===== src/design/bfs_pkg.sv =====
// bfs_pkg: constants, register map and state types of the breaker failure supervisor
// assumes one 50 MHz core clock and a synchronous active-high reset
// Contract
// - method: current, position or both combined
// - current mode: fail if current stays high
// - position mode: fail if not shown open
// - combined: fail only if both criteria fail
// - timer keeps running after trigger drops
// - expiry without stop asserts backup trip; combined mode with one criterion failing enters rejected or standby
// - opening per method stops the timer
// - opening with trigger active enters rejected
// - rejected returns to standby when triggers drop
// - locking output rises with the trip
// - locking stays until operator acknowledge
// - three extra trigger inputs may start supervision
// - trigger mode picks breaker trips used
package bfs_pkg;
  // timing: the supervision time is counted in 1 ms ticks
  localparam int unsigned CLK_MHZ = 50;
  localparam int unsigned TICK_US = 1000;
  localparam int unsigned TICK_CYC = CLK_MHZ * TICK_US;
  localparam int ADDR_W = 8;
  localparam int TIME_W = 16;
  // register byte offsets
  localparam logic [7:0] CTRL_OFS = 8'h00;
  localparam logic [7:0] TIME_OFS = 8'h04;
  localparam logic [7:0] STAT_OFS = 8'h08;
  localparam logic [7:0] ISTAT_OFS = 8'h0c;
  localparam logic [7:0] IMASK_OFS = 8'h10;
  localparam logic [7:0] ACK_OFS = 8'h14;
  // control fields
  localparam int CTRL_METH_LSB = 0;
  localparam int CTRL_TRIG_LSB = 2;
  localparam int CTRL_XEN_LSB = 4;
  localparam int ACK_BIT = 0;
  // status fields
  localparam int STAT_ST_LSB = 0;
  localparam int STAT_TRIP = 2;
  localparam int STAT_LOCK = 3;
  localparam int STAT_TRIG = 4;
  localparam int STAT_CUR = 5;
  localparam int STAT_POS = 6;
  // interrupt event bits
  localparam int IRQ_START = 0;
  localparam int IRQ_TRIP = 1;
  localparam int IRQ_REJ = 2;
  localparam int IRQ_ACK = 3;
  // reset values
  localparam logic [1:0] METH_RST = 2'h0;
  localparam logic [1:0] TRIG_RST = 2'h0;
  localparam logic [2:0] XEN_RST = 3'h7;
  localparam logic [15:0] TIME_RST = 16'h0064;
  localparam logic [3:0] IMASK_RST = 4'h0;
  // detection methods; code 3 is illegal and acts as combined
  localparam logic [1:0] METH_CUR = 2'h0;
  localparam logic [1:0] METH_POS = 2'h1;
  localparam logic [1:0] METH_COMB = 2'h2;
  // trigger modes
  localparam logic [1:0] TRIG_ALL = 2'h0;
  localparam logic [1:0] TRIG_EXT = 2'h1;
  localparam logic [1:0] TRIG_CUR = 2'h2;
  localparam logic [1:0] TRIG_NONE = 2'h3;
  typedef enum logic [1:0] {
    ST_STANDBY = 2'h0,
    ST_RUNNING = 2'h1,
    ST_TRIPPED = 2'h3,
    ST_REJECTED = 2'h2
  } bfs_state_e;
endpackage : bfs_pkg


===== src/design/bfs_sync_if.sv =====
// bfs_sync_if: raw pin levels in, synchronised levels out
// assumes both ends run on the same core clock
`timescale 1ns/1ps
interface bfs_sync_if #(parameter int W = 1);
  logic [W-1:0] raw;
  logic [W-1:0] synced;
  modport user (output raw, input synced);
  modport sync_mp (input raw, output synced);
endinterface : bfs_sync_if


===== src/design/bfs_supervisor.sv =====
// bfs_supervisor: breaker failure supervision with backup trip and latched lock
// assumes pins asynchronous to core_clk, a one-cycle register port on core_clk
//
// The register addresses and the address-and-strobe port are this design's own decisions.
`timescale 1ns/1ps
module bfs_supervisor #(
  parameter int unsigned TICK_CYC = bfs_pkg::TICK_CYC
) (
  input wire logic core_clk,
  input wire logic rst,
  input wire logic trip_ext,
  input wire logic trip_cur,
  input wire logic trip_oth,
  input wire logic [2:0] extra_trig,
  input wire logic cur_above,
  input wire logic pos_open,
  input wire logic ack_btn,
  input wire logic [7:0] reg_addr,
  input wire logic [31:0] reg_wdata,
  input wire logic reg_we,
  input wire logic reg_re,
  output logic [31:0] reg_rdata,
  output logic fail_trip,
  output logic lock,
  output logic irq
);
  localparam int NS = 9;
  localparam logic [15:0] TICK_LAST = 16'(TICK_CYC - 1);

  typedef struct packed {
    bfs_pkg::bfs_state_e st;
    logic [15:0] pre_cnt;
    logic [15:0] ms_cnt;
    logic trip;
    logic lock;
    logic [1:0] meth;
    logic [1:0] trig_mode;
    logic [2:0] xen;
    logic [15:0] sup_time;
    logic [3:0] istat;
    logic [3:0] imask;
    logic irq;
    logic ack_d;
    logic [31:0] rdata;
  } bfs_core_s;

  bfs_core_s q;
  bfs_core_s nxt;

  logic [NS-1:0] pins_s;
  logic t_ext;
  logic t_cur;
  logic t_oth;
  logic [2:0] x_trig;
  logic cur_hi;
  logic pos_op;
  logic ack_s;
  logic sel_trig;
  logic trig;
  logic opened;
  logic fail_cond;
  logic tick;
  logic expired;
  logic ack_p;
  logic istat_clr;
  logic [3:0] ev;

  // every pin passes the two-flop synchroniser before use
  bfs_sync_if #(.W(NS)) sif ();
  assign sif.raw = {ack_btn, pos_open, cur_above, extra_trig, trip_oth, trip_cur, trip_ext};

  bfs_sync #(.W(NS)) u_sync (
    .core_clk(core_clk),
    .rst(rst),
    .sif(sif)
  );

  assign pins_s = sif.synced;
  assign t_ext = pins_s[0];
  assign t_cur = pins_s[1];
  assign t_oth = pins_s[2];
  assign x_trig = pins_s[5:3];
  assign cur_hi = pins_s[6];
  assign pos_op = pins_s[7];
  assign ack_s = pins_s[8];

  // breaker-assigned trips chosen by trigger mode
  always_comb begin
    unique case (q.trig_mode)
      bfs_pkg::TRIG_ALL: sel_trig = t_ext | t_cur | t_oth;
      bfs_pkg::TRIG_EXT: sel_trig = t_ext;
      bfs_pkg::TRIG_CUR: sel_trig = t_cur;
      bfs_pkg::TRIG_NONE: sel_trig = 1'b0;
    endcase
  end

  // extra inputs act regardless of breaker assignment
  assign trig = sel_trig | (|(x_trig & q.xen));

  // opening criterion and failure condition per method
  always_comb begin
    case (q.meth)
      bfs_pkg::METH_CUR: begin
        opened = ~cur_hi;
        fail_cond = cur_hi;
      end
      bfs_pkg::METH_POS: begin
        opened = pos_op;
        fail_cond = ~pos_op;
      end
      // illegal code 3 falls back to the strictest check
      default: begin
        opened = ~cur_hi & pos_op;
        fail_cond = cur_hi & ~pos_op;
      end
    endcase
  end

  // millisecond prescaler runs only while supervising
  assign tick = (q.st == bfs_pkg::ST_RUNNING) && (q.pre_cnt == TICK_LAST);
  assign expired = tick && (q.ms_cnt <= 16'h0001);

  // operator acknowledge: button rising edge or register write
  assign ack_p = (ack_s & ~q.ack_d) |
                 (reg_we && reg_addr == bfs_pkg::ACK_OFS && reg_wdata[bfs_pkg::ACK_BIT]);
  assign istat_clr = reg_re && reg_addr == bfs_pkg::ISTAT_OFS;

  // next-state logic for the whole block
  always_comb begin
    nxt = q;
    nxt.rdata = 32'h0000_0000;
    nxt.ack_d = ack_s;
    ev = 4'h0;
    // supervision sequence
    unique case (q.st)
      bfs_pkg::ST_STANDBY: begin
        if (trig) begin
          nxt.st = bfs_pkg::ST_RUNNING;
          nxt.pre_cnt = 16'h0000;
          nxt.ms_cnt = q.sup_time;
          ev[bfs_pkg::IRQ_START] = 1'b1;
        end
      end
      bfs_pkg::ST_RUNNING: begin
        nxt.pre_cnt = tick ? 16'h0000 : q.pre_cnt + 16'h0001;
        if (tick) begin
          nxt.ms_cnt = q.ms_cnt - 16'h0001;
        end
        if (opened) begin
          // trigger level decides, not its history
          if (trig) begin
            nxt.st = bfs_pkg::ST_REJECTED;
            ev[bfs_pkg::IRQ_REJ] = 1'b1;
          end else begin
            nxt.st = bfs_pkg::ST_STANDBY;
          end
        end else if (expired) begin
          if (fail_cond) begin
            nxt.st = bfs_pkg::ST_TRIPPED;
            nxt.trip = 1'b1;
            nxt.lock = 1'b1;
            ev[bfs_pkg::IRQ_TRIP] = 1'b1;
          end else if (trig) begin
            nxt.st = bfs_pkg::ST_REJECTED;
            ev[bfs_pkg::IRQ_REJ] = 1'b1;
          end else begin
            nxt.st = bfs_pkg::ST_STANDBY;
          end
        end
        // otherwise keep timing even with trigger gone
      end
      bfs_pkg::ST_TRIPPED: begin
        // backup trip held until all triggers drop
        if (!trig) begin
          nxt.st = bfs_pkg::ST_STANDBY;
          nxt.trip = 1'b0;
        end
      end
      bfs_pkg::ST_REJECTED: begin
        if (!trig) begin
          nxt.st = bfs_pkg::ST_STANDBY;
        end
      end
    endcase
    // lock clears only by acknowledge; a new trip wins
    if (ack_p && q.lock && !ev[bfs_pkg::IRQ_TRIP]) begin
      nxt.lock = 1'b0;
      ev[bfs_pkg::IRQ_ACK] = 1'b1;
    end
    if (ev[bfs_pkg::IRQ_TRIP]) begin
      nxt.lock = 1'b1;
    end
    // register writes
    if (reg_we) begin
      unique case (reg_addr)
        bfs_pkg::CTRL_OFS: begin
          nxt.meth = reg_wdata[bfs_pkg::CTRL_METH_LSB +: 2];
          nxt.trig_mode = reg_wdata[bfs_pkg::CTRL_TRIG_LSB +: 2];
          nxt.xen = reg_wdata[bfs_pkg::CTRL_XEN_LSB +: 3];
        end
        bfs_pkg::TIME_OFS: nxt.sup_time = reg_wdata[15:0];
        bfs_pkg::IMASK_OFS: nxt.imask = reg_wdata[3:0];
        default: ;
      endcase
    end
    // register reads, data stand one cycle later
    if (reg_re) begin
      unique case (reg_addr)
        bfs_pkg::CTRL_OFS: begin
          nxt.rdata[bfs_pkg::CTRL_METH_LSB +: 2] = q.meth;
          nxt.rdata[bfs_pkg::CTRL_TRIG_LSB +: 2] = q.trig_mode;
          nxt.rdata[bfs_pkg::CTRL_XEN_LSB +: 3] = q.xen;
        end
        bfs_pkg::TIME_OFS: nxt.rdata[15:0] = q.sup_time;
        bfs_pkg::STAT_OFS: begin
          nxt.rdata[bfs_pkg::STAT_ST_LSB +: 2] = q.st;
          nxt.rdata[bfs_pkg::STAT_TRIP] = q.trip;
          nxt.rdata[bfs_pkg::STAT_LOCK] = q.lock;
          nxt.rdata[bfs_pkg::STAT_TRIG] = trig;
          nxt.rdata[bfs_pkg::STAT_CUR] = cur_hi;
          nxt.rdata[bfs_pkg::STAT_POS] = pos_op;
        end
        bfs_pkg::ISTAT_OFS: nxt.rdata[3:0] = q.istat;
        bfs_pkg::IMASK_OFS: nxt.rdata[3:0] = q.imask;
        default: ;
      endcase
    end
    // sticky events: a new event beats the read clear
    nxt.istat = (istat_clr ? 4'h0 : q.istat) | ev;
    nxt.irq = |(nxt.istat & nxt.imask);
  end

  // single state register; reset loads constants only
  always_ff @(posedge core_clk) begin
    if (rst) begin
      q.st <= bfs_pkg::ST_STANDBY;
      q.pre_cnt <= 16'h0000;
      q.ms_cnt <= 16'h0000;
      q.trip <= 1'b0;
      q.lock <= 1'b0;
      q.meth <= bfs_pkg::METH_RST;
      q.trig_mode <= bfs_pkg::TRIG_RST;
      q.xen <= bfs_pkg::XEN_RST;
      q.sup_time <= bfs_pkg::TIME_RST;
      q.istat <= 4'h0;
      q.imask <= bfs_pkg::IMASK_RST;
      q.irq <= 1'b0;
      q.ack_d <= 1'b0;
      q.rdata <= 32'h0000_0000;
    end else begin
      q <= nxt;
    end
  end

  assign reg_rdata = q.rdata;
  assign fail_trip = q.trip;
  assign lock = q.lock;
  assign irq = q.irq;
endmodule : bfs_supervisor


===== src/design/bfs_sync.sv =====
// bfs_sync: two-flop synchroniser for a group of pin levels
// assumes raw inputs are asynchronous to core_clk
`timescale 1ns/1ps
module bfs_sync #(
  parameter int W = 1
) (
  input wire logic core_clk,
  input wire logic rst,
  bfs_sync_if.sync_mp sif
);
  typedef struct packed {
    logic [W-1:0] s1;
    logic [W-1:0] s2;
  } bfs_sync_s;

  bfs_sync_s q;
  bfs_sync_s nxt;

  // first stage feeds only the second stage
  always_comb begin
    nxt.s1 = sif.raw;
    nxt.s2 = q.s1;
  end

  always_ff @(posedge core_clk) begin
    if (rst) begin
      q <= '0;
    end else begin
      q <= nxt;
    end
  end

  assign sif.synced = q.s2;
endmodule : bfs_sync


===== config.mk =====
export PLATFORM = sky130hd
export DESIGN_NAME = bfs_supervisor
export DESIGN_NICKNAME = d
export VERILOG_FILES = /design/src/design/bfs_pkg.sv /design/src/design/bfs_sync_if.sv /design/src/design/bfs_supervisor.sv /design/src/design/bfs_sync.sv
export SDC_FILE = /design/constraint.sdc
export NUM_CORES = 1
export LEC_CHECK = 0
export BUFFER_PORTS_ARGS = -buffer_cell sky130_fd_sc_hd__buf_4
export CORE_MARGIN = 2
export CORE_UTILIZATION = 42
export DETAILED_ROUTE_END_ITERATION = 12
export GPL_TIMING_DRIVEN = 0
export PLACE_DENSITY = 0.74
export SKIP_LAST_GASP = 1
export SLEW_MARGIN = 5
export SYNTH_ARGS = -nofsm -noshare
export SYNTH_HDL_FRONTEND = slang
export SYNTH_SLANG_ARGS = --single-unit
export TNS_END_PERCENT = 10

===== constraint.sdc =====
create_clock -name core_clk -period 2.6 [get_ports core_clk]
set_input_delay 0.13 -clock core_clk [delete_from_list [all_inputs] [get_ports core_clk]]
set_output_delay 0.13 -clock core_clk [all_outputs]
set_load 0.005 [all_outputs]

==> run summary <==
CTS Root Cell: clkbuf_8
Setup Skew: 0.00835 ns
Period utilization: 101%
Worst hold path class: input pin to register
Buf/Inv on CP: 1
FILL cells: 1018
I/O Buffers: 54
Count leader, synth: dfxtp_1
Starting Density: 43.3%
Core area: 0.0109 mm²
GRT overflow: 0
Max stage delay on crit path: 0.60 ns
Setup TNS: -0.0304 ns
Die Y: 110 µm
CTS max path bufs: 2
Xor/xnor share of the synthesized area: 0%
Worst VDD drop: 343 µV
Final hold violation count: 0
Pwr Density: 587 mW/mm²
CTS tree: done
Adder-Cell Fraction of Synth Area: 0.796%
Largest net degree at the start of global routing: 19
Initial DRC Count: 288
Post-layout min period: 2.63 ns
Synth unique cells: 58
Critical path cell sequence: buf_6, or3b_2, or4bb_4, or4_4, a32oi_2, o211ai_1
Cell area after synthesis: 0.00472 mm²
Final WS setup: -0.0304 ns
Slew Limit Headroom: 39.8%
Avg Cell Area, Syn: 8.02 µm²
Status: finished, violations left
Top cells by count, synth: dfxtp_1, nand2_1, a21oi_1
Diodes inserted: 0
Top cell type's share of synthesized area: 43.7%
DR pass1 iterations: 6
Pre-CTS worst setup slack: -0.0602 ns
CP endpoint kind: register
Post-CTS Setup Bufs: 0
MaxCap Viol Count: 0
Slew @ Worst Pin: 0.897 ns
Crit start category: register
Yosys reg bits: 103
Vias in the first global route: 4312
Synth Area in Compound Gates: 18.9%
Sequential area share after synthesis: 43.7%
Clk slew on worst S/H paths: 0.10 ns
Total leakage power: 2.29 nW
Slowest-stage cell, CP: or4_4
P&R area growth vs syn: 20.2%
Prevailing post-synth register cell: dfxtp_1
Delay-heaviest family, CP: simple AND/OR/NAND/NOR gates
Initial antenna violation count: 0
Post-synth ARST share: 0%
Vias: 4506
Worst-path fanout max: 9
Fmax: 0.380 GHz
RSZ-0062 raised after global routing: yes
Largest family of logic cells by synthesized area: simple AND/OR/NAND/NOR gates
Final setup violation count: 1
Failing checks: setup timing
WL final: 12400 µm
Die ar.: 0.0121 mm²
Nets: 733
GRT Total Usage: 21.7%
EDFF count, synth: 0
Number of buffers created by CTS: 9
Synth Area in Simple Gates: 26.4%
Synth warnings: 0
First-pass GRT wire length: 20600 µm
Clock H-tree levels: 3
Count of boundary I/O pins: 88
Final Max Slew Viols: 0
Worst-Skew Late Latency: 0.37 ns
Horiz. Die Dim: 110 µm
Mux cell area share after synthesis: 0.876%
Worst Path Required: 2.85 ns
DRC: 0
ANT nets after route: 0
CP arrival: 2.88 ns
Post-Synthesis Cells: 588
Gpl congestion: 0.934
Critical path type: register to register
Per-cell routed wire length: 15.1 µm
Detailed placement HPWL: 9050 µm
Synth top area cells: dfxtp_1, nand2_1, a21oi_1, buf_4, nand3_1
Cell taking the most area after synthesis: dfxtp_1
DR vias/cell: 5.48
Sink Count: 103
Site row count: 38
Share of post-route cells with drive strength above 1: 17.7%
[final timing paths]
kind	startpoint	endpoint	slack (ns)	cells after the start
setup / recovery	q[99]	irq	-0.03	6
hold / removal	reg_wdata[5]	q[47]	0.01	3
setup reg to reg	q[99]	irq	-0.03	6
hold reg to reg	u_sync.nxt[8]	u_sync.sif.synced[8]	0.45	1
[flip-flops by register name (all words and copies together), names as in the netlist]
register and flops:
lock 1, fail_trip 1, u_sync.sif.synced 9, reg_rdata 16, u_sync.nxt 9, q 66
irq 1
[cell families after synthesis]
family / Yosys count
and+or+nand+nor: 252
AOI/OAI and AO/OA: 144
DFF: 103
buffers and inverters: 81
muxes: 4
adders and majority gates: 3
other: 1
[final cells by class]
class,count,area [µm²],area share [%]
Inverter,12,45.0,0.794
Clock inverter,6,51.3,0.905
Clock buffer,10,138,2.43
Buffer,67,393,6.93
Timing Repair Buffer,65,515,9.09
Sequential cell,103,2060,36.4
Multi-Input combinational cell,419,2290,40.4
Tap cell,140,175,3.09
[power by group]
part           leakage (nW)  internal [mW]  switching, mW
clock                0.0987          0.388          0.582
sequential            0.836           1.63         0.0497
combinational          1.35          0.259          0.417
[layer usage]
metal	vias to the layer above	GRT usage [%]	routed length, µm
li1	2202	-	-
met1	2085	27.6	5260
met2	198	35.8	5890
met3	21	4.56	927
met4	0	8.77	306
met5	-	0	0
[worst min-delay path, delay by kind of cell]
kind                   cells  cell delay [ns]
and+or+nand+nor            2             0.13
buffers and inverters      1             0.09
[per-stage QoR]
stage | cell area (µm²) | total power, mW | instances | util [%] | hold slack (ns)
finish | 5670 | 3.33 | 822 | 52.1 | 0.0108
global route | 5670 | 3.50 | 822 | 52.1 | 0.00603
CTS | 5660 | 3.33 | 824 | 52.0 | 0.000745
detailed placement | 5350 | 2.35 | 797 | 49.2 | 0.344
global placement | 5350 | 2.33 | 797 | 49.2 | 0.345
floorplan | 4770 | 2.16 | 603 | - | 0.214
[cell usage in the layout (no fill, tap or decap), types with 22 or more instances in the layout]
| cell | netlist | layout |
|---|---|---|
| nand3_1 | 40 | 40 |
| a21oi_1 | 56 | 56 |
| nor2b_1 | 22 | 22 |
| clkbuf_1 | 32 | 30 |
| nor2_1 | 49 | 49 |
| o21ai_0 | 31 | 31 |
| buf_4 | 32 | 86 |
| nand2_1 | 77 | 77 |
| dfxtp_1 | 103 | 103 |
[timing repair]
action | 4_1_cts | 5_1_grt
pin swaps | 0 | 2
hold buffers | 11 | 0
setup endpoints to repair | 15 | 28
hold endpoints to repair | 11 | 0
resized for setup | 1 | 9
(Power assumes the default switching activity.)
